--- config.mk ---
export PLATFORM = sky130hd
export DESIGN_NAME = cxd_core
export DESIGN_NICKNAME = d
export VERILOG_FILES = /design/src/common/cxd_pkg.sv /design/src/verilog/cxd_decode.sv /design/src/verilog/cxd_core.sv
export SDC_FILE = /design/constraint.sdc
export NUM_CORES = 1
export LEC_CHECK = 0
export ABC_AREA = 1
export BUFFER_PORTS_ARGS = -buffer_cell sky130_fd_sc_hd__buf_2
export CAP_MARGIN = 20
export CORE_MARGIN = 3
export CORE_UTILIZATION = 50
export CTS_CLUSTER_SIZE = 28
export DETAILED_ROUTE_END_ITERATION = 12
export GPL_ROUTABILITY_DRIVEN = 0
export GPL_TIMING_DRIVEN = 0
export PLACE_DENSITY = 0.77
export SLEW_MARGIN = 20
export SYNTH_ARGS = -nofsm -noshare
export SYNTH_HDL_FRONTEND = slang
export SYNTH_SLANG_ARGS = --single-unit
--- constraint.sdc ---
create_clock -name aclk -period 4.2 [get_ports aclk]
set_input_delay 0.84 -clock aclk [delete_from_list [all_inputs] [get_ports aclk]]
set_output_delay 0.84 -clock aclk [all_outputs]
set_load 0.1 [all_outputs]
--- src/common/cxd_pkg.sv ---
// Purpose: Shared constants and types for the exclusive-OR decode and flags
//          block.
// Assumes: One core clock; registers reached over AXI4-Lite.
// Notes:   Flag byte holds C, Z, S, V, D, H, user one, user two from bit 7.
package cxd_pkg;

  // Flag byte bit positions.
  localparam int FLAG_C   = 7;
  localparam int FLAG_Z   = 6;
  localparam int FLAG_S   = 5;
  localparam int FLAG_V   = 4;
  localparam int FLAG_D   = 3;
  localparam int FLAG_H   = 2;
  localparam int FLAG_U1  = 1;
  localparam int FLAG_U2  = 0;
  localparam int N_STAT   = 6;
  localparam logic [N_STAT-1:0] STAT_RST = 6'h00;

  // Exclusive-OR opcode range; the last two are the extended form.
  localparam logic [7:0] OPC_XOR_FIRST = 8'hb2;
  localparam logic [7:0] OPC_XOR_LAST  = 8'hb9;
  localparam logic [7:0] OPC_EXTENDED_EXCLUSIVE_OR_FIRST = 8'hb8;

  typedef enum logic [2:0] {
    CXD_MODE_WR_WR   = 3'b000,
    CXD_MODE_WR_IWR  = 3'b001,
    CXD_MODE_R_R     = 3'b010,
    CXD_MODE_R_IR    = 3'b011,
    CXD_MODE_R_LIT   = 3'b100,
    CXD_MODE_IR_LIT  = 3'b101,
    CXD_MODE_FAR_FAR = 3'b110,
    CXD_MODE_FAR_LIT = 3'b111
  } cxd_mode_t;

  // Fetch bytes and execution cycles, indexed by mode.
  localparam logic [2:0] XOR_FETCH [0:7] =
    '{3'h2, 3'h2, 3'h3, 3'h3, 3'h3, 3'h3, 3'h4, 3'h4};
  localparam logic [2:0] XOR_CYCLES [0:7] =
    '{3'h3, 3'h4, 3'h3, 3'h4, 3'h3, 3'h4, 3'h3, 3'h3};

  typedef enum logic [1:0] {
    CXD_COND_C = 2'b00,
    CXD_COND_Z = 2'b01,
    CXD_COND_S = 2'b10,
    CXD_COND_V = 2'b11
  } cxd_cond_t;

  typedef enum logic [2:0] {
    CXD_SEQ_IDLE      = 3'b000,
    CXD_SEQ_PUSH_PC   = 3'b001,
    CXD_SEQ_PUSH_FLAG = 3'b010,
    CXD_SEQ_LOAD_VEC  = 3'b011,
    CXD_SEQ_POP_FLAG  = 3'b100,
    CXD_SEQ_POP_PC    = 3'b101
  } cxd_seq_t;

  // Stack steps.
  localparam int SP_STEP_PC   = 2;
  localparam int SP_STEP_FLAG = 1;

  // Register byte offsets.
  localparam logic [7:0] REG_FLAGS   = 8'h00;
  localparam logic [7:0] REG_STATUS  = 8'h04;
  localparam logic [7:0] REG_ENTRIES = 8'h08;
  localparam logic [7:0] REG_USER    = 8'h0c;

  // Status register fields.
  localparam int ST_BUSY  = 0;
  localparam int ST_XOR   = 1;
  localparam int ST_MODE  = 2;
  localparam int ST_FETCH = 8;
  localparam int ST_CYC   = 12;

  // User flag control register fields.
  localparam int UC_SET1 = 0;
  localparam int UC_SET2 = 1;
  localparam int UC_CLR1 = 2;
  localparam int UC_CLR2 = 3;

  localparam logic [1:0] RESP_OKAY   = 2'b00;
  localparam logic [1:0] RESP_SLVERR = 2'b10;

endpackage : cxd_pkg

--- src/verilog/cxd_decode.sv ---
// Purpose: Decodes the exclusive-OR opcode family into mode and timing.
// Assumes: Opcode is presented with a one-cycle valid strobe.
// Notes:   Outputs hold the last decoded opcode until the next strobe.
`timescale 1ns/1ns
module cxd_decode (
  // Clock and reset
  input  wire logic             aclk,
  input  wire logic             aresetn,
  // Opcode in
  input  wire logic             opcode_valid,
  input  wire logic [7:0]       opcode,
  // Decode out
  output logic                  xor_hit,
  output logic                  extended,
  output cxd_pkg::cxd_mode_t    mode,
  output logic [2:0]            fetch_bytes,
  output logic [2:0]            exec_cycles
);
  import cxd_pkg::*;

  function automatic logic is_xor(input logic [7:0] op);
    is_xor = (op >= OPC_XOR_FIRST) && (op <= OPC_XOR_LAST);
  endfunction : is_xor

  logic [7:0] rel;
  assign rel = opcode - OPC_XOR_FIRST;

  always_ff @(posedge aclk) begin
    if (!aresetn) begin
      xor_hit     <= 1'b0;
      extended    <= 1'b0;
      mode        <= CXD_MODE_WR_WR;
      fetch_bytes <= 3'h0;
      exec_cycles <= 3'h0;
    end else if (opcode_valid) begin
      xor_hit <= is_xor(opcode);
      if (is_xor(opcode)) begin
        extended    <= opcode >= OPC_EXTENDED_EXCLUSIVE_OR_FIRST;
        mode        <= cxd_mode_t'(rel[2:0]);
        fetch_bytes <= XOR_FETCH[rel[2:0]];
        exec_cycles <= XOR_CYCLES[rel[2:0]];
      end else begin
        extended    <= 1'b0;
        fetch_bytes <= 3'h0;
        exec_cycles <= 3'h0;
      end
    end
  end

endmodule : cxd_decode

--- src/verilog/cxd_core.sv ---
// Purpose: Exclusive-OR decode, flag register, condition test and the
//          flag save and restore sequence for entry and interrupt return.
// Assumes: One core clock; AXI4-Lite register access; stack memory answers
//          each request with a one-cycle ack.
// Notes:
`timescale 1ns/1ns
module cxd_core #(
  parameter int ADDR_WIDTH = 16
) (
  // Clock and reset
  input  wire logic                  aclk,
  input  wire logic                  aresetn,
  // AXI4-Lite slave
  input  wire logic                  s_axi_awvalid,
  output logic                       s_axi_awready,
  input  wire logic [7:0]            s_axi_awaddr,
  input  wire logic                  s_axi_wvalid,
  output logic                       s_axi_wready,
  input  wire logic [31:0]           s_axi_wdata,
  input  wire logic [3:0]            s_axi_wstrb,
  output logic                       s_axi_bvalid,
  input  wire logic                  s_axi_bready,
  output logic [1:0]                 s_axi_bresp,
  input  wire logic                  s_axi_arvalid,
  output logic                       s_axi_arready,
  input  wire logic [7:0]            s_axi_araddr,
  output logic                       s_axi_rvalid,
  input  wire logic                  s_axi_rready,
  output logic [31:0]                s_axi_rdata,
  output logic [1:0]                 s_axi_rresp,
  // Opcode from fetch
  input  wire logic                  opcode_valid,
  input  wire logic [7:0]            opcode,
  output logic                       xor_hit,
  output logic                       xor_extended,
  output cxd_pkg::cxd_mode_t         xor_mode,
  output logic [2:0]                 xor_fetch_bytes,
  output logic [2:0]                 xor_exec_cycles,
  // Result from the ALU
  input  wire logic                  alu_valid,
  input  wire logic [7:0]            alu_result,
  input  wire logic [cxd_pkg::N_STAT-1:0] alu_mask,
  input  wire logic                  alu_carry,
  input  wire logic                  alu_overflow,
  input  wire logic                  alu_decimal,
  input  wire logic                  alu_half,
  // Explicit user flag instructions
  input  wire logic [1:0]            user_set,
  input  wire logic [1:0]            user_clr,
  // Flag byte and condition test
  output logic [7:0]                 flags,
  input  wire cxd_pkg::cxd_cond_t    cond_sel,
  input  wire logic                  cond_invert,
  output logic                       cond_true,
  // Displacement target
  input  wire logic [ADDR_WIDTH-1:0] disp_base,
  input  wire logic [7:0]            disp,
  output logic [ADDR_WIDTH-1:0]      disp_target,
  // Entry and return requests
  input  wire logic                  entry_req,
  input  wire logic                  interrupt_return_req,
  input  wire logic [ADDR_WIDTH-1:0] vector_addr,
  input  wire logic [ADDR_WIDTH-1:0] pc_in,
  input  wire logic [ADDR_WIDTH-1:0] sp_in,
  output logic                       seq_busy,
  output logic                       pc_load,
  output logic [ADDR_WIDTH-1:0]      pc_out,
  output logic                       sp_load,
  output logic [ADDR_WIDTH-1:0]      sp_out,
  // Stack memory
  output logic                       mem_req,
  output logic                       mem_we,
  output logic                       mem_word,
  output logic [ADDR_WIDTH-1:0]      mem_addr,
  output logic [ADDR_WIDTH-1:0]      mem_wdata,
  input  wire logic                  mem_ack,
  input  wire logic [ADDR_WIDTH-1:0] mem_rdata
);
  import cxd_pkg::*;

  if (ADDR_WIDTH < 9 || ADDR_WIDTH > 32) begin : g_check
    $error("ADDR_WIDTH must lie between 9 and 32.");
  end

  // Instruction decode.
  cxd_decode u_decode (
    .aclk        (aclk),
    .aresetn     (aresetn),
    .opcode_valid(opcode_valid),
    .opcode      (opcode),
    .xor_hit     (xor_hit),
    .extended    (xor_extended),
    .mode        (xor_mode),
    .fetch_bytes (xor_fetch_bytes),
    .exec_cycles (xor_exec_cycles)
  );

  // Flag storage: status bits C Z S V D H, then the two user bits.
  logic [N_STAT-1:0] stat;
  logic [1:0]        user;
  logic [N_STAT-1:0] alu_stat;
  logic [N_STAT-1:0] eff_mask;
  logic              restore_flags;
  logic              reg_wr;
  logic [7:0]        wr_addr;
  logic [31:0]       wr_data;

  assign flags = {stat, user};

  always_comb begin
    alu_stat = {alu_carry, alu_result == 8'h00, alu_result[7],
                alu_overflow, alu_decimal, alu_half};
    eff_mask = alu_mask;
    if (xor_hit) begin
      alu_stat[FLAG_V - 2] = 1'b0;
      eff_mask = 6'h00;
      eff_mask[FLAG_Z - 2] = 1'b1;
      eff_mask[FLAG_S - 2] = 1'b1;
      eff_mask[FLAG_V - 2] = 1'b1;
    end
  end

  // A restore from the stack outranks the ALU, which outranks software.
  always_ff @(posedge aclk) begin
    if (!aresetn) begin
      stat <= STAT_RST;
    end else if (restore_flags) begin
      stat <= mem_rdata[7:2];
    end else if (alu_valid) begin
      stat <= (alu_stat & eff_mask) | (stat & ~eff_mask);
    end else if (reg_wr && wr_addr == REG_FLAGS) begin
      stat <= wr_data[7:2];
    end
  end

  // No reset here: the user bits keep whatever they held.
  always_ff @(posedge aclk) begin
    if (restore_flags) begin
      user <= mem_rdata[1:0];
    end else if (|user_set || |user_clr) begin
      user <= (user | user_set) & ~user_clr;
    end else if (reg_wr && wr_addr == REG_FLAGS) begin
      user <= wr_data[1:0];
    end else if (reg_wr && wr_addr == REG_USER) begin
      user <= (user | {wr_data[UC_SET1], wr_data[UC_SET2]}) &
              ~{wr_data[UC_CLR1], wr_data[UC_CLR2]};
    end
  end

  // Condition test sees only C, Z, S and V by construction.
  always_ff @(posedge aclk) begin
    if (!aresetn) begin
      cond_true <= 1'b0;
    end else begin
      case (cond_sel)
        CXD_COND_C: cond_true <= stat[FLAG_C - 2] ^ cond_invert;
        CXD_COND_Z: cond_true <= stat[FLAG_Z - 2] ^ cond_invert;
        CXD_COND_S: cond_true <= stat[FLAG_S - 2] ^ cond_invert;
        CXD_COND_V: cond_true <= stat[FLAG_V - 2] ^ cond_invert;
        default:    cond_true <= 1'b0;
      endcase
    end
  end

  always_ff @(posedge aclk) begin
    if (!aresetn) begin
      disp_target <= '0;
    end else begin
      disp_target <= disp_base +
                     {{(ADDR_WIDTH-8){disp[7]}}, disp};
    end
  end

  // Entry and return sequencer.
  cxd_seq_t          state;
  logic [ADDR_WIDTH-1:0] sp;
  logic [31:0]       entries;

  assign seq_busy      = state != CXD_SEQ_IDLE;
  assign restore_flags = state == CXD_SEQ_POP_FLAG && mem_ack;

  always_ff @(posedge aclk) begin
    if (!aresetn) begin
      state     <= CXD_SEQ_IDLE;
      sp        <= '0;
      mem_req   <= 1'b0;
      mem_we    <= 1'b0;
      mem_word  <= 1'b0;
      mem_addr  <= '0;
      mem_wdata <= '0;
      pc_load   <= 1'b0;
      pc_out    <= '0;
      sp_load   <= 1'b0;
      sp_out    <= '0;
    end else begin
      pc_load <= 1'b0;
      sp_load <= 1'b0;
      case (state)
        CXD_SEQ_IDLE: begin
          if (entry_req) begin
            sp        <= sp_in - ADDR_WIDTH'(SP_STEP_PC);
            mem_addr  <= sp_in - ADDR_WIDTH'(SP_STEP_PC);
            mem_wdata <= pc_in;
            mem_req   <= 1'b1;
            mem_we    <= 1'b1;
            mem_word  <= 1'b1;
            state     <= CXD_SEQ_PUSH_PC;
          end else if (interrupt_return_req) begin
            sp       <= sp_in;
            mem_addr <= sp_in;
            mem_req  <= 1'b1;
            mem_we   <= 1'b0;
            mem_word <= 1'b0;
            state    <= CXD_SEQ_POP_FLAG;
          end
        end
        CXD_SEQ_PUSH_PC: begin
          if (mem_ack) begin
            sp        <= sp - ADDR_WIDTH'(SP_STEP_FLAG);
            mem_addr  <= sp - ADDR_WIDTH'(SP_STEP_FLAG);
            mem_wdata <= ADDR_WIDTH'(flags);
            mem_word  <= 1'b0;
            state     <= CXD_SEQ_PUSH_FLAG;
          end
        end
        CXD_SEQ_PUSH_FLAG: begin
          if (mem_ack) begin
            mem_addr <= vector_addr;
            mem_we   <= 1'b0;
            mem_word <= 1'b1;
            state    <= CXD_SEQ_LOAD_VEC;
          end
        end
        CXD_SEQ_LOAD_VEC: begin
          if (mem_ack) begin
            mem_req <= 1'b0;
            pc_out  <= mem_rdata;
            pc_load <= 1'b1;
            sp_out  <= sp;
            sp_load <= 1'b1;
            state   <= CXD_SEQ_IDLE;
          end
        end
        CXD_SEQ_POP_FLAG: begin
          if (mem_ack) begin
            sp       <= sp + ADDR_WIDTH'(SP_STEP_FLAG);
            mem_addr <= sp + ADDR_WIDTH'(SP_STEP_FLAG);
            mem_word <= 1'b1;
            state    <= CXD_SEQ_POP_PC;
          end
        end
        CXD_SEQ_POP_PC: begin
          if (mem_ack) begin
            mem_req <= 1'b0;
            pc_out  <= mem_rdata;
            pc_load <= 1'b1;
            sp_out  <= sp + ADDR_WIDTH'(SP_STEP_PC);
            sp_load <= 1'b1;
            state   <= CXD_SEQ_IDLE;
          end
        end
        default: begin
          mem_req <= 1'b0;
          state   <= CXD_SEQ_IDLE;
        end
      endcase
    end
  end

  // Counts accepted entries; it wraps rather than saturates.
  always_ff @(posedge aclk) begin
    if (!aresetn) begin
      entries <= 32'h0000_0000;
    end else if (state == CXD_SEQ_IDLE && entry_req) begin
      entries <= entries + 32'h0000_0001;
    end
  end

  // AXI4-Lite slave: address and data are taken in either order.
  logic       aw_held;
  logic       w_held;
  logic [3:0] wr_strb;

  function automatic logic mapped(input logic [7:0] a);
    mapped = a == REG_FLAGS || a == REG_STATUS ||
             a == REG_ENTRIES || a == REG_USER;
  endfunction : mapped

  assign s_axi_awready = !aw_held && !s_axi_bvalid;
  assign s_axi_wready  = !w_held && !s_axi_bvalid;
  assign s_axi_arready = !s_axi_rvalid;
  assign reg_wr = aw_held && w_held && !s_axi_bvalid && wr_strb[0];

  always_ff @(posedge aclk) begin
    if (!aresetn) begin
      aw_held      <= 1'b0;
      w_held       <= 1'b0;
      wr_addr      <= 8'h00;
      wr_data      <= 32'h0000_0000;
      wr_strb      <= 4'h0;
      s_axi_bvalid <= 1'b0;
      s_axi_bresp  <= RESP_OKAY;
    end else begin
      if (s_axi_awvalid && s_axi_awready) begin
        aw_held <= 1'b1;
        wr_addr <= s_axi_awaddr;
      end
      if (s_axi_wvalid && s_axi_wready) begin
        w_held  <= 1'b1;
        wr_data <= s_axi_wdata;
        wr_strb <= s_axi_wstrb;
      end
      if (aw_held && w_held && !s_axi_bvalid) begin
        aw_held      <= 1'b0;
        w_held       <= 1'b0;
        s_axi_bvalid <= 1'b1;
        s_axi_bresp  <= mapped(wr_addr) ? RESP_OKAY : RESP_SLVERR;
      end else if (s_axi_bvalid && s_axi_bready) begin
        s_axi_bvalid <= 1'b0;
      end
    end
  end

  always_ff @(posedge aclk) begin
    if (!aresetn) begin
      s_axi_rvalid <= 1'b0;
      s_axi_rdata  <= 32'h0000_0000;
      s_axi_rresp  <= RESP_OKAY;
    end else if (s_axi_arvalid && s_axi_arready) begin
      s_axi_rvalid <= 1'b1;
      s_axi_rresp  <= mapped(s_axi_araddr) ? RESP_OKAY : RESP_SLVERR;
      s_axi_rdata  <= 32'h0000_0000;
      case (s_axi_araddr)
        REG_FLAGS:   s_axi_rdata <= {24'h000000, flags};
        REG_STATUS: begin
          s_axi_rdata[ST_BUSY]            <= seq_busy;
          s_axi_rdata[ST_XOR]             <= xor_hit;
          s_axi_rdata[ST_MODE +: 3]       <= xor_mode;
          s_axi_rdata[ST_FETCH +: 3]      <= xor_fetch_bytes;
          s_axi_rdata[ST_CYC +: 3]        <= xor_exec_cycles;
        end
        REG_ENTRIES: s_axi_rdata <= entries;
        default:     s_axi_rdata <= 32'h0000_0000;
      endcase
    end else if (s_axi_rvalid && s_axi_rready) begin
      s_axi_rvalid <= 1'b0;
    end
  end

endmodule : cxd_core

==> results of run 1 <==
## Yosys cell counts (all sizes together) (7+ instances only)
cell,instances
o211ai,16
buf,30
dfxtp,207
nor2,274
inv,172
xor2,23
a21oi,165
o21ai,187
nand3,101
nor3,23
nand2,414
clkbuf,40
nand4,17
a31oi,16
or2,7
ha,25
## layout make-up
type,count,area share
antenna,2,0.0003548
buffer,70,0.02227
clock buffer,32,0.05047
clock inverter,10,0.007629
inverter,174,0.04631
multi-input combinational,1303,0.4436
sequential,209,0.2981
tap,280,0.02484
timing repair buffer,300,0.1064
## worst register-to-register path, cell delays in order, from the launching register on
cell and delay, ns:
dfxtp_1 0.47, ha_1 0.22, nand2_1 0.07, nor2_1 0.36, nand2_1 0.17, o21ai_0 0.17, nand3_1 0.12, nand3_1 0.17
nand2_1 0.10, a21oi_1 0.12
## cell families (layout without fill, tap and decap cells)
family | after synthesis | in the layout
other cells | 1 | 4
xor+xnor | 27 | 27
compound gates | 401 | 401
simple gates | 847 | 847
buf+inv | 244 | 586
flops | 209 | 209
fa+ha+maj | 26 | 26
## cells in the final DEF (no fill, tap or decap), drive strengths merged, types with 25 or more instances in the layout
master,instances
ha,25
o21ai,187
nand3,101
clkbuf,72
dfxtp,207
a21oi,165
nand2,414
nor2,274
inv,173
buf,330
## power by group through the flow
| stage | sequential [mW] | clock [mW] | combinational (mW) |
|---|---|---|---|
| after floorplan | 4.04 | 0 | 1.82 |
| after global placement | 2.57 | 0 | 4.24 |
| after detailed placement | 2.57 | 0 | 4.30 |
| after CTS | 2.53 | 2.18 | 4.31 |
| after global routing | 2.57 | 2.26 | 4.67 |
| final | 2.54 | 2.17 | 4.36 |
## final timing paths
check,to,cells past startpoint
setup reg to reg,mem_addr[12]$_SDFFE_PN0P_,9
hold / removal,mem_wdata[11]$_SDFFE_PN0P_,2
hold reg to reg,mem_wdata[11]$_SDFFE_PN0P_,2
setup / recovery,seq_busy,3
## state kept, by name (all words and copies together) (netlist names), 2 cells and up, named ones only
name / cells
sp_out: 16
mem_wdata: 16
wr_addr: 8
state: 3
u_decode.fetch_bytes: 3
u_decode.exec_cycles: 2
mem_addr: 16
u_decode.mode: 3
sp: 16
pc_out: 16
s_axi_rdata: 32
wr_data: 8
disp_target: 16
user: 2
entries: 32
## stage by stage
step                      power (mW)  instance area, µm²  cells
after floorplan                5.862               11430   1756
after global placement         6.811               13280   2336
after detailed placement       6.867               13280   2336
after CTS                      9.026               14100   2378
after global routing           9.499               14100   2380
final                          9.073               14100   2380
## layer usage
layer	track usage	vias to the layer above	part of all wire
li1	-	6380	-
met1	0.3942	5765	0.41
met2	0.5241	631	0.45
met3	0.06434	92	0.10
met4	0.1153	2	0.038
met5	0	-	0.00018
==> results.toml, run 1 <==
[job]
drv_cap = 0

[timing]
slew_headroom = 0.3860
finalHoldViolCount = 0
finalCriticalPeriod_ns = 2.630
tns_ns = 0
fmax_mhz = 380.2
rsz0062_at_grt = "false"
layout_setup_ws_ns = 1.570
fin_crit_sh = 0.6263
worst_hold_slack_ns = 0.4575
fin_worst_skew_ns = 0.01113
slew_viol_final = 0
worstMarginPinSlew_ns = 0.9211
setup_viol = 0

[floorplan]
start_util = 0.5155
fp.dieH_um = 157.2
chipWidth_um = 157.2
die_area_um2 = 24700
ios = 332
core.rowCount = 54
core_area_um2 = 22160

[power_and_ir_drop]
pwr-share-clk = 0.240
ir_worst_vdd_uv = 450.7
pwr-share-seq = 0.280
leakagePower_nw = 6.744
p_switching_mw = 4.547
p_int_mw = 4.526
switching_share = 0.5012
combPwrFrac = 0.480
powerDensity_nw_per_um2 = 643.3

[placement]
portBuffers = 300
hpwl_mm = 31.00
place_ws_ns = 1.601

[clock_network]
cts_resized = 0
cts_sinks = 209
cts_max_path_buffers = 3
cts_tree = "yes"
clock_latency_ns = 0.52
cts_buffers = 23
h-tree-depth = 1
clkTransAtPathRegs_ns = 0.06
postCtsHoldBufs = 0
root_buffer = "clkbuf_16"
post-cts-setup-buffers = 0

[setup_path]
slowest_delay_ns = 0.49
worst-path-buf-inv = 2
worstPathRequired_ns = 3.36
end_kind = "output port"
crit_type = "reg2out"
reg2reg_setup_slack_ns = 2.15
start_kind = "flip-flop"
crit_family = "buffers and inverters"
startpoint = "state[2]$_SDFFE_PN0P_"
slowest_stage = "dfxtp_1"
r2r_start = "sp[0]$_SDFFE_PN0P_"
path_cells = "inv_2, nand2_4, buf_2"
crit_arrival_ns = 1.79
crit_path_max_fanout = 5

[yosys]
synth_compound_area_frac = 0.1878
muxShareOfSynthArea = 0
synth_area_um2 = 11420
ys_seq_area_frac = 0.3680
avgSynthCellArea_um2 = 6.510
synth_edf_count = 2
yosysWarnings = 0
synthXorXnorAreaFrac = 0.02070
synth_fa_ha_area_frac = 0.02913
ys_ff_latch = 209
yosys.area.top_type_share = 0.3627
ys_types = 47
synth_ff_type = "dfxtp_1"
syn_inst = 1755
yosys.area.top_type = "dfxtp_1"
yosys.area_share.simple = 0.3094
synth_top_family_by_area = "simple AND/OR/NAND/NOR gates"
async_flop_share = 0
ys_top_cells_by_area = "dfxtp_1 (36%), nand2_1 (13%), nor2_1 (8.7%)"

[worst_hold_path]
worstHoldStart = "mem_wdata[11]$_SDFFE_PN0P_"
hold_class = "reg2reg"

[final_layout]
syn2layout_area_growth_pct = 23.46
fin_util = 0.6365
multi_input_area_um2 = 6257
num-fill-cells = 2123
nets = 2292
layout.area.seq_um2 = 4204
drive_gt1_frac = 0.1935

[routing]
wl_mm = 39.97
drt_iter0_markers = 1124
firstDrtPassIters = 8
ant_nets = 0
routed_via_density = 5.408
drc = 0
routed-via-count = 12870
routedWlPerCell_um = 16.79

[global_route]
grt_pass1_vias = 12020
antenna_found_initial = 3
grt_max_degree = 15
grt-ovfl-total = 0
grt_pass1_wl_mm = 61.55
grt_use_total = 0.3111

[run_status]
status = "complete, no violations"
Power figures use the tool's default switching activity.
==> inputs of run 2 (changes only) <==
--- a/config.mk
+++ b/config.mk
@@ -9,12 +9,12 @@
 export BUFFER_PORTS_ARGS = -buffer_cell sky130_fd_sc_hd__buf_2
 export CAP_MARGIN = 20
 export CORE_MARGIN = 3
-export CORE_UTILIZATION = 50
+export CORE_UTILIZATION = 48
 export CTS_CLUSTER_SIZE = 28
 export DETAILED_ROUTE_END_ITERATION = 12
 export GPL_ROUTABILITY_DRIVEN = 0
 export GPL_TIMING_DRIVEN = 0
-export PLACE_DENSITY = 0.77
+export PLACE_DENSITY = 0.78
 export SLEW_MARGIN = 20
 export SYNTH_ARGS = -nofsm -noshare
 export SYNTH_HDL_FRONTEND = slang
==> constraint.sdc (replaced) <==
create_clock -name aclk -period 2.3 [get_ports aclk]
set_input_delay 0.46 -clock aclk [delete_from_list [all_inputs] [get_ports aclk]]
set_output_delay 0.46 -clock aclk [all_outputs]
set_load 0.1 [all_outputs]
==> run 2 against run 1 <==
Critical path depth did not move. Die area increased by 4.0%. Final cell count rose by 1.4%. Total power is 84% higher. Highest routed layer is now met4. First-iteration DRC count rose by 28%. Register-to-register slack worse by 1.9 ns. Clock-buffer cell count grew 2.
==> results.toml, run 2 (synthesis results as in run 1) <==
[clock_network]
cts_tree = "yes"
root_buffer = "clkbuf_16"
post-cts-setup-buffers = 0
clock_latency_ns = 0.52
cts_max_path_buffers = 3
cts_sinks = 209
postCtsHoldBufs = 0
cts_buffers = 24
h-tree-depth = 1
clkTransAtPathRegs_ns = 0.06

[power_and_ir_drop]
ir_worst_vdd_uv = 1055
powerDensity_nw_per_um2 = 1178
leakagePower_nw = 6.746

[job]
drv_cap = 0

[run_status]
status = "complete, no violations"

[global_route]
grt_use_total = 0.3078
grt_max_degree = 14
grt_pass1_vias = 12310
grt-ovfl-total = 0
antenna_found_initial = 0
grt_pass1_wl_mm = 64.83

[placement]
place_ws_ns = 0.01468
hpwl_mm = 31.81
portBuffers = 300

[setup_path]
worstPathRequired_ns = 1.84
r2r_start = "state[2]$_SDFFE_PN0P_"
crit_type = "reg2out"
r2r-end = "mem_wdata[6]$_SDFFE_PN0P_"
start_kind = "flip-flop"
ff2ff_path_depth = 8
end_kind = "output port"
crit_path_max_fanout = 5
reg2reg_setup_slack_ns = 0.21
crit_arrival_ns = 1.72

[floorplan]
fp.dieH_um = 160.3
core_area_um2 = 22980
start_util = 0.4971
chipWidth_um = 160.3
core.rowCount = 55
die_area_um2 = 25690
ios = 332

[final_layout]
drive_gt1_frac = 0.1948
layout_common_cells = "nand2_1 (410), buf_2 (317), nor2_1 (263), dfxtp_1 (206), o21ai_0 (185)"
multi_input_area_um2 = 6272
layout_commonest_cell = "nand2_1"
syn2layout_area_growth_pct = 24.20
num-fill-cells = 2204
reg.largest.list = "entries: 32 flops, s_axi_rdata: 32 flops"
layout.area.seq_um2 = 4208
diodes = 0
nets = 2293

[routing]
routedWlPerCell_um = 16.98
routed-via-count = 13150
routed_via_density = 5.451
drc = 0
wl_mm = 40.98
drt_iter0_markers = 1439
firstDrtPassIters = 6
ant_nets = 0

[worst_hold_path]
hold_class = "in2reg"
worstHoldStart = "s_axi_bready"
min_path_cells = 2
holdPathEnd = "s_axi_bvalid$_SDFFE_PN0P_"

[timing]
slew_viol_final = 0
fin_crit_sh = 0.9473
tns_ns = 0
worstMarginPinSlew_ns = 1.014
fmax_mhz = 459.0
rsz0062_at_grt = "false"
finalCriticalPeriod_ns = 2.179
finalHoldViolCount = 0
fin_worst_skew_ns = 0.01308
slew_headroom = 0.3240
layout_setup_ws_ns = 0.1213
setup_viol = 0
-- run 2: cell type report --
class | instances | share of cell area
clock inverter | 10 | 0.009435
inverter | 174 | 0.04629
sequential | 209 | 0.2965
clock buffer | 34 | 0.05000
buffer | 70 | 0.02213
timing repair buffer | 300 | 0.1060
multi-input combinational | 1303 | 0.4420
tap | 313 | 0.02760
-- run 2: how the worst max path moves through the flow --
stage | startpoint | slack, ns | depth (start not counted) | end
after detailed placement | entry_req | 0.01 | 8 | mem_wdata[6]$_SDFFE_PN0P_
after global placement | entry_req | 0.05 | 8 | mem_wdata[6]$_SDFFE_PN0P_
final | state[2]$_SDFFE_PN0P_ | 0.12 | 3 | seq_busy
after CTS | state[2]$_SDFFE_PN0P_ | 0.03 | 3 | seq_busy
after floorplan | s_axi_bvalid$_SDFFE_PN0P_ | 0.14 | 9 | flip-flop
after global routing | state[2]$_SDFFE_PN0P_ | 0.06 | 3 | seq_busy
-- run 2: routing by layer --
layer / track usage / part of all wire / vias to the layer above / wire [µm]
met5: 0 / 0 / - / 0
li1: - / - / 6389 / -
met1: 0.3991 / 0.41 / 5960 / 16850
met4: 0.09822 / 0.033 / 0 / 1365
met3: 0.06070 / 0.10 / 92 / 4115
met2: 0.5164 / 0.46 / 712 / 18650
-- run 2: critical path, cell delays in order (launching register included) --
cell	delay (ns)
dfxtp_1	0.51
inv_2	0.13
nand2_4	0.19
clkbuf_4	0.37
-- run 2: stage by stage --
stage | power [mW] | instances | hold WS, ns | area [µm²] | utilization
after floorplan | 10.71 | 1756 | 0.4240 | 11450 | -
after global placement | 12.45 | 2369 | 0.4381 | 13340 | 0.5806
after detailed placement | 12.57 | 2369 | 0.4492 | 13340 | 0.5806
after CTS | 16.62 | 2413 | 0.1410 | 14190 | 0.6173
after global routing | 17.54 | 2413 | 0.1503 | 14190 | 0.6174
final | 16.71 | 2413 | 0.1589 | 14190 | 0.6174
-- run 2: what timing repair did --
action                                 in CTS  in global routing
endpoints found under the hold margin       0                  0
resized for setup                           0                  1
setup endpoints to repair                   0                  1
-- run 2: where the power goes --
group / total [mW] / switching (mW) / internal (mW)
logic: 8.00 / 6.32 / 1.68
registers: 4.64 / 0.431 / 4.21
clock network: 4.08 / 1.59 / 2.48
==> inputs of run 3 (changes only) <==
--- a/config.mk
+++ b/config.mk
@@ -14,6 +14,7 @@
 export DETAILED_ROUTE_END_ITERATION = 12
 export GPL_ROUTABILITY_DRIVEN = 0
 export GPL_TIMING_DRIVEN = 0
+export MAX_ROUTING_LAYER = met4
 export PLACE_DENSITY = 0.78
 export SLEW_MARGIN = 20
 export SYNTH_ARGS = -nofsm -noshare
==> constraint.sdc (replaced) <==
create_clock -name aclk -period 1.97 [get_ports aclk]
set_input_delay 0.394 -clock aclk [delete_from_list [all_inputs] [get_ports aclk]]
set_output_delay 0.394 -clock aclk [all_outputs]
set_load 0.1 [all_outputs]
==> run 3 against run 2 <==
Total power rose by 15%. Non-clock buffer count fell by 3. First-iteration DRC count fell by 5.2%. Wire length fell by 1.5%. Sequential power rose by 19%. Worst hold slack got worse by 0.11 ns. Final cell count fell by 0.17%. Highest routed layer unchanged. Sequential share of layout area barely moved. Final area rose by 0.23%.
==> results.toml, run 3 (synthesis results as in run 1) <==
[run_status]
status = "complete, no violations"

[setup_path]
worstPathRequired_ns = 1.58
crit_type = "reg2out"
r2r-end = "mem_addr[12]$_SDFFE_PN0P_"
start_kind = "flip-flop"
end_kind = "output port"
slowest_stage = "dfxtp_1"
crit_arrival_ns = 1.52
crit_path_max_fanout = 5
r2r_start = "sp[3]$_SDFFE_PN0P_"
ff2ff_path_depth = 9
path_cells = "buf_2"
reg2reg_setup_slack_ns = 0.09
crit_family = "flip-flops"
worst-path-buf-inv = 1
slowest_delay_ns = 0.50

[final_layout]
layout_common_cells = "nand2_1 (408), buf_2 (314), nor2_1 (255), dfxtp_1 (199), o21ai_0 (183)"
design_area_um2 = 14220
diodes = 0
drive_gt1_frac = 0.2071
layout_commonest_cell = "nand2_1"
reg.largest.list = "entries: 32 flops, s_axi_rdata: 32 flops"
syn2layout_area_growth_pct = 24.49
multi_input_area_um2 = 6345
num-fill-cells = 2221
layout.area.seq_um2 = 4217
nets = 2290

[floorplan]
chipWidth_um = 160.3
fp.dieH_um = 160.3
start_util = 0.4971
ios = 332
core_area_um2 = 22980
core.rowCount = 55
die_area_um2 = 25690

[clock_network]
cts_buffers = 24
cts_max_path_buffers = 3
cts_tree = "yes"
root_buffer = "clkbuf_16"
cts_sinks = 209
postCtsHoldBufs = 0
h-tree-depth = 1
clkTransAtPathRegs_ns = 0.06
clock_latency_ns = 0.53

[timing]
slew_headroom = 0.3151
slew_viol_final = 0
worstMarginPinSlew_ns = 1.027
fin_crit_sh = 0.9723
finalCriticalPeriod_ns = 1.915
worst_hold_slack_ns = 0.05349
fmax_mhz = 522.1
setup_viol = 0
finalHoldViolCount = 0
rsz0062_at_grt = "true"
fin_worst_skew_ns = 0.01185

[worst_hold_path]
min_path_cells = 2
hold_class = "in2reg"
worstHoldStart = "s_axi_bready"
holdPathEnd = "s_axi_bvalid$_SDFFE_PN0P_"

[global_route]
grt_use_total = 0.3130
grt_pass1_vias = 12180
grt_pass1_wl_mm = 63.72
grt-ovfl-total = 0
grt_max_degree = 14
antenna_found_initial = 0

[routing]
routed-via-count = 12980
drt_iter0_markers = 1364
routedWlPerCell_um = 16.75
routed_via_density = 5.387
ant_nets = 0
wl_mm = 40.36
firstDrtPassIters = 6
drc = 0

[power_and_ir_drop]
leakagePower_nw = 6.756
power_mw = 19.27
ir_worst_vdd_uv = 957.8
powerDensity_nw_per_um2 = 1355

[placement]
portBuffers = 300
place_area_um2 = 13360
hpwl_mm = 31.44

[job]
drv_cap = 0
run 3: power breakdown:
part	internal (mW)	switching, mW
combinational	2.01	7.31
sequential	4.93	0.597
clock	2.58	1.84
total	9.52	9.75
run 3: metrics by stage:
step	cells	util	setup TNS (ns)	worst slack (ns)
after global placement	2369	0.5811	-4.367	-0.1856
after global routing	2409	0.6188	-0.09814	-0.03220
after CTS	2413	0.6157	0	0.0001112
after detailed placement	2369	0.5811	-4.533	-0.2027
after floorplan	1756	-	0	0.009831
final	2409	0.6188	0	0.05463
run 3: area by class of cell:
class,instances,area share
Clock inverter,13,0.009413
Sequential cell,209,0.2965
Timing Repair Buffer,302,0.1076
Tap cell,313,0.02754
Multi-Input combinational cell,1303,0.4461
Buffer,65,0.02111
Clock buffer,30,0.04522
Inverter,174,0.04654
run 3: how the worst max path moves through the flow:
stage,from,endpoint,slack [ns],depth (start not counted)
finish,flip-flop,flags[6],0.05,1
global route,sp[3]$_SDFFE_PN0P_,mem_addr[10]$_SDFFE_PN0P_,-0.03,9
global placement,entry_req,mem_wdata[7]$_SDFFE_PN0P_,-0.19,8
detailed placement,aresetn,disp_target[0]$_SDFF_PN0_,-0.20,5
CTS,sp[0]$_SDFFE_PN0P_,mem_addr[12]$_SDFFE_PN0P_,0.0001,9
floorplan,s_axi_rvalid$_SDFFE_PN0P_,s_axi_rdata[23]$_SDFFE_PN0P_,0.01,6
run 3: timing repair:
item | CTS | global route
resized for setup | 5 | 32
buffers inserted | 1 | 1
setup endpoints to repair | 5 | 66
gates cloned | 0 | 0
pin swaps | 0 | 2
run 3: routing by layer:
layer  share of wire  GRT usage  up-vias
met1            0.41     0.3932     5800
met5               0          -        -
met3           0.091    0.05214       97
li1                -          -     6372
met2            0.46     0.5122      708
met4           0.035     0.1069        0
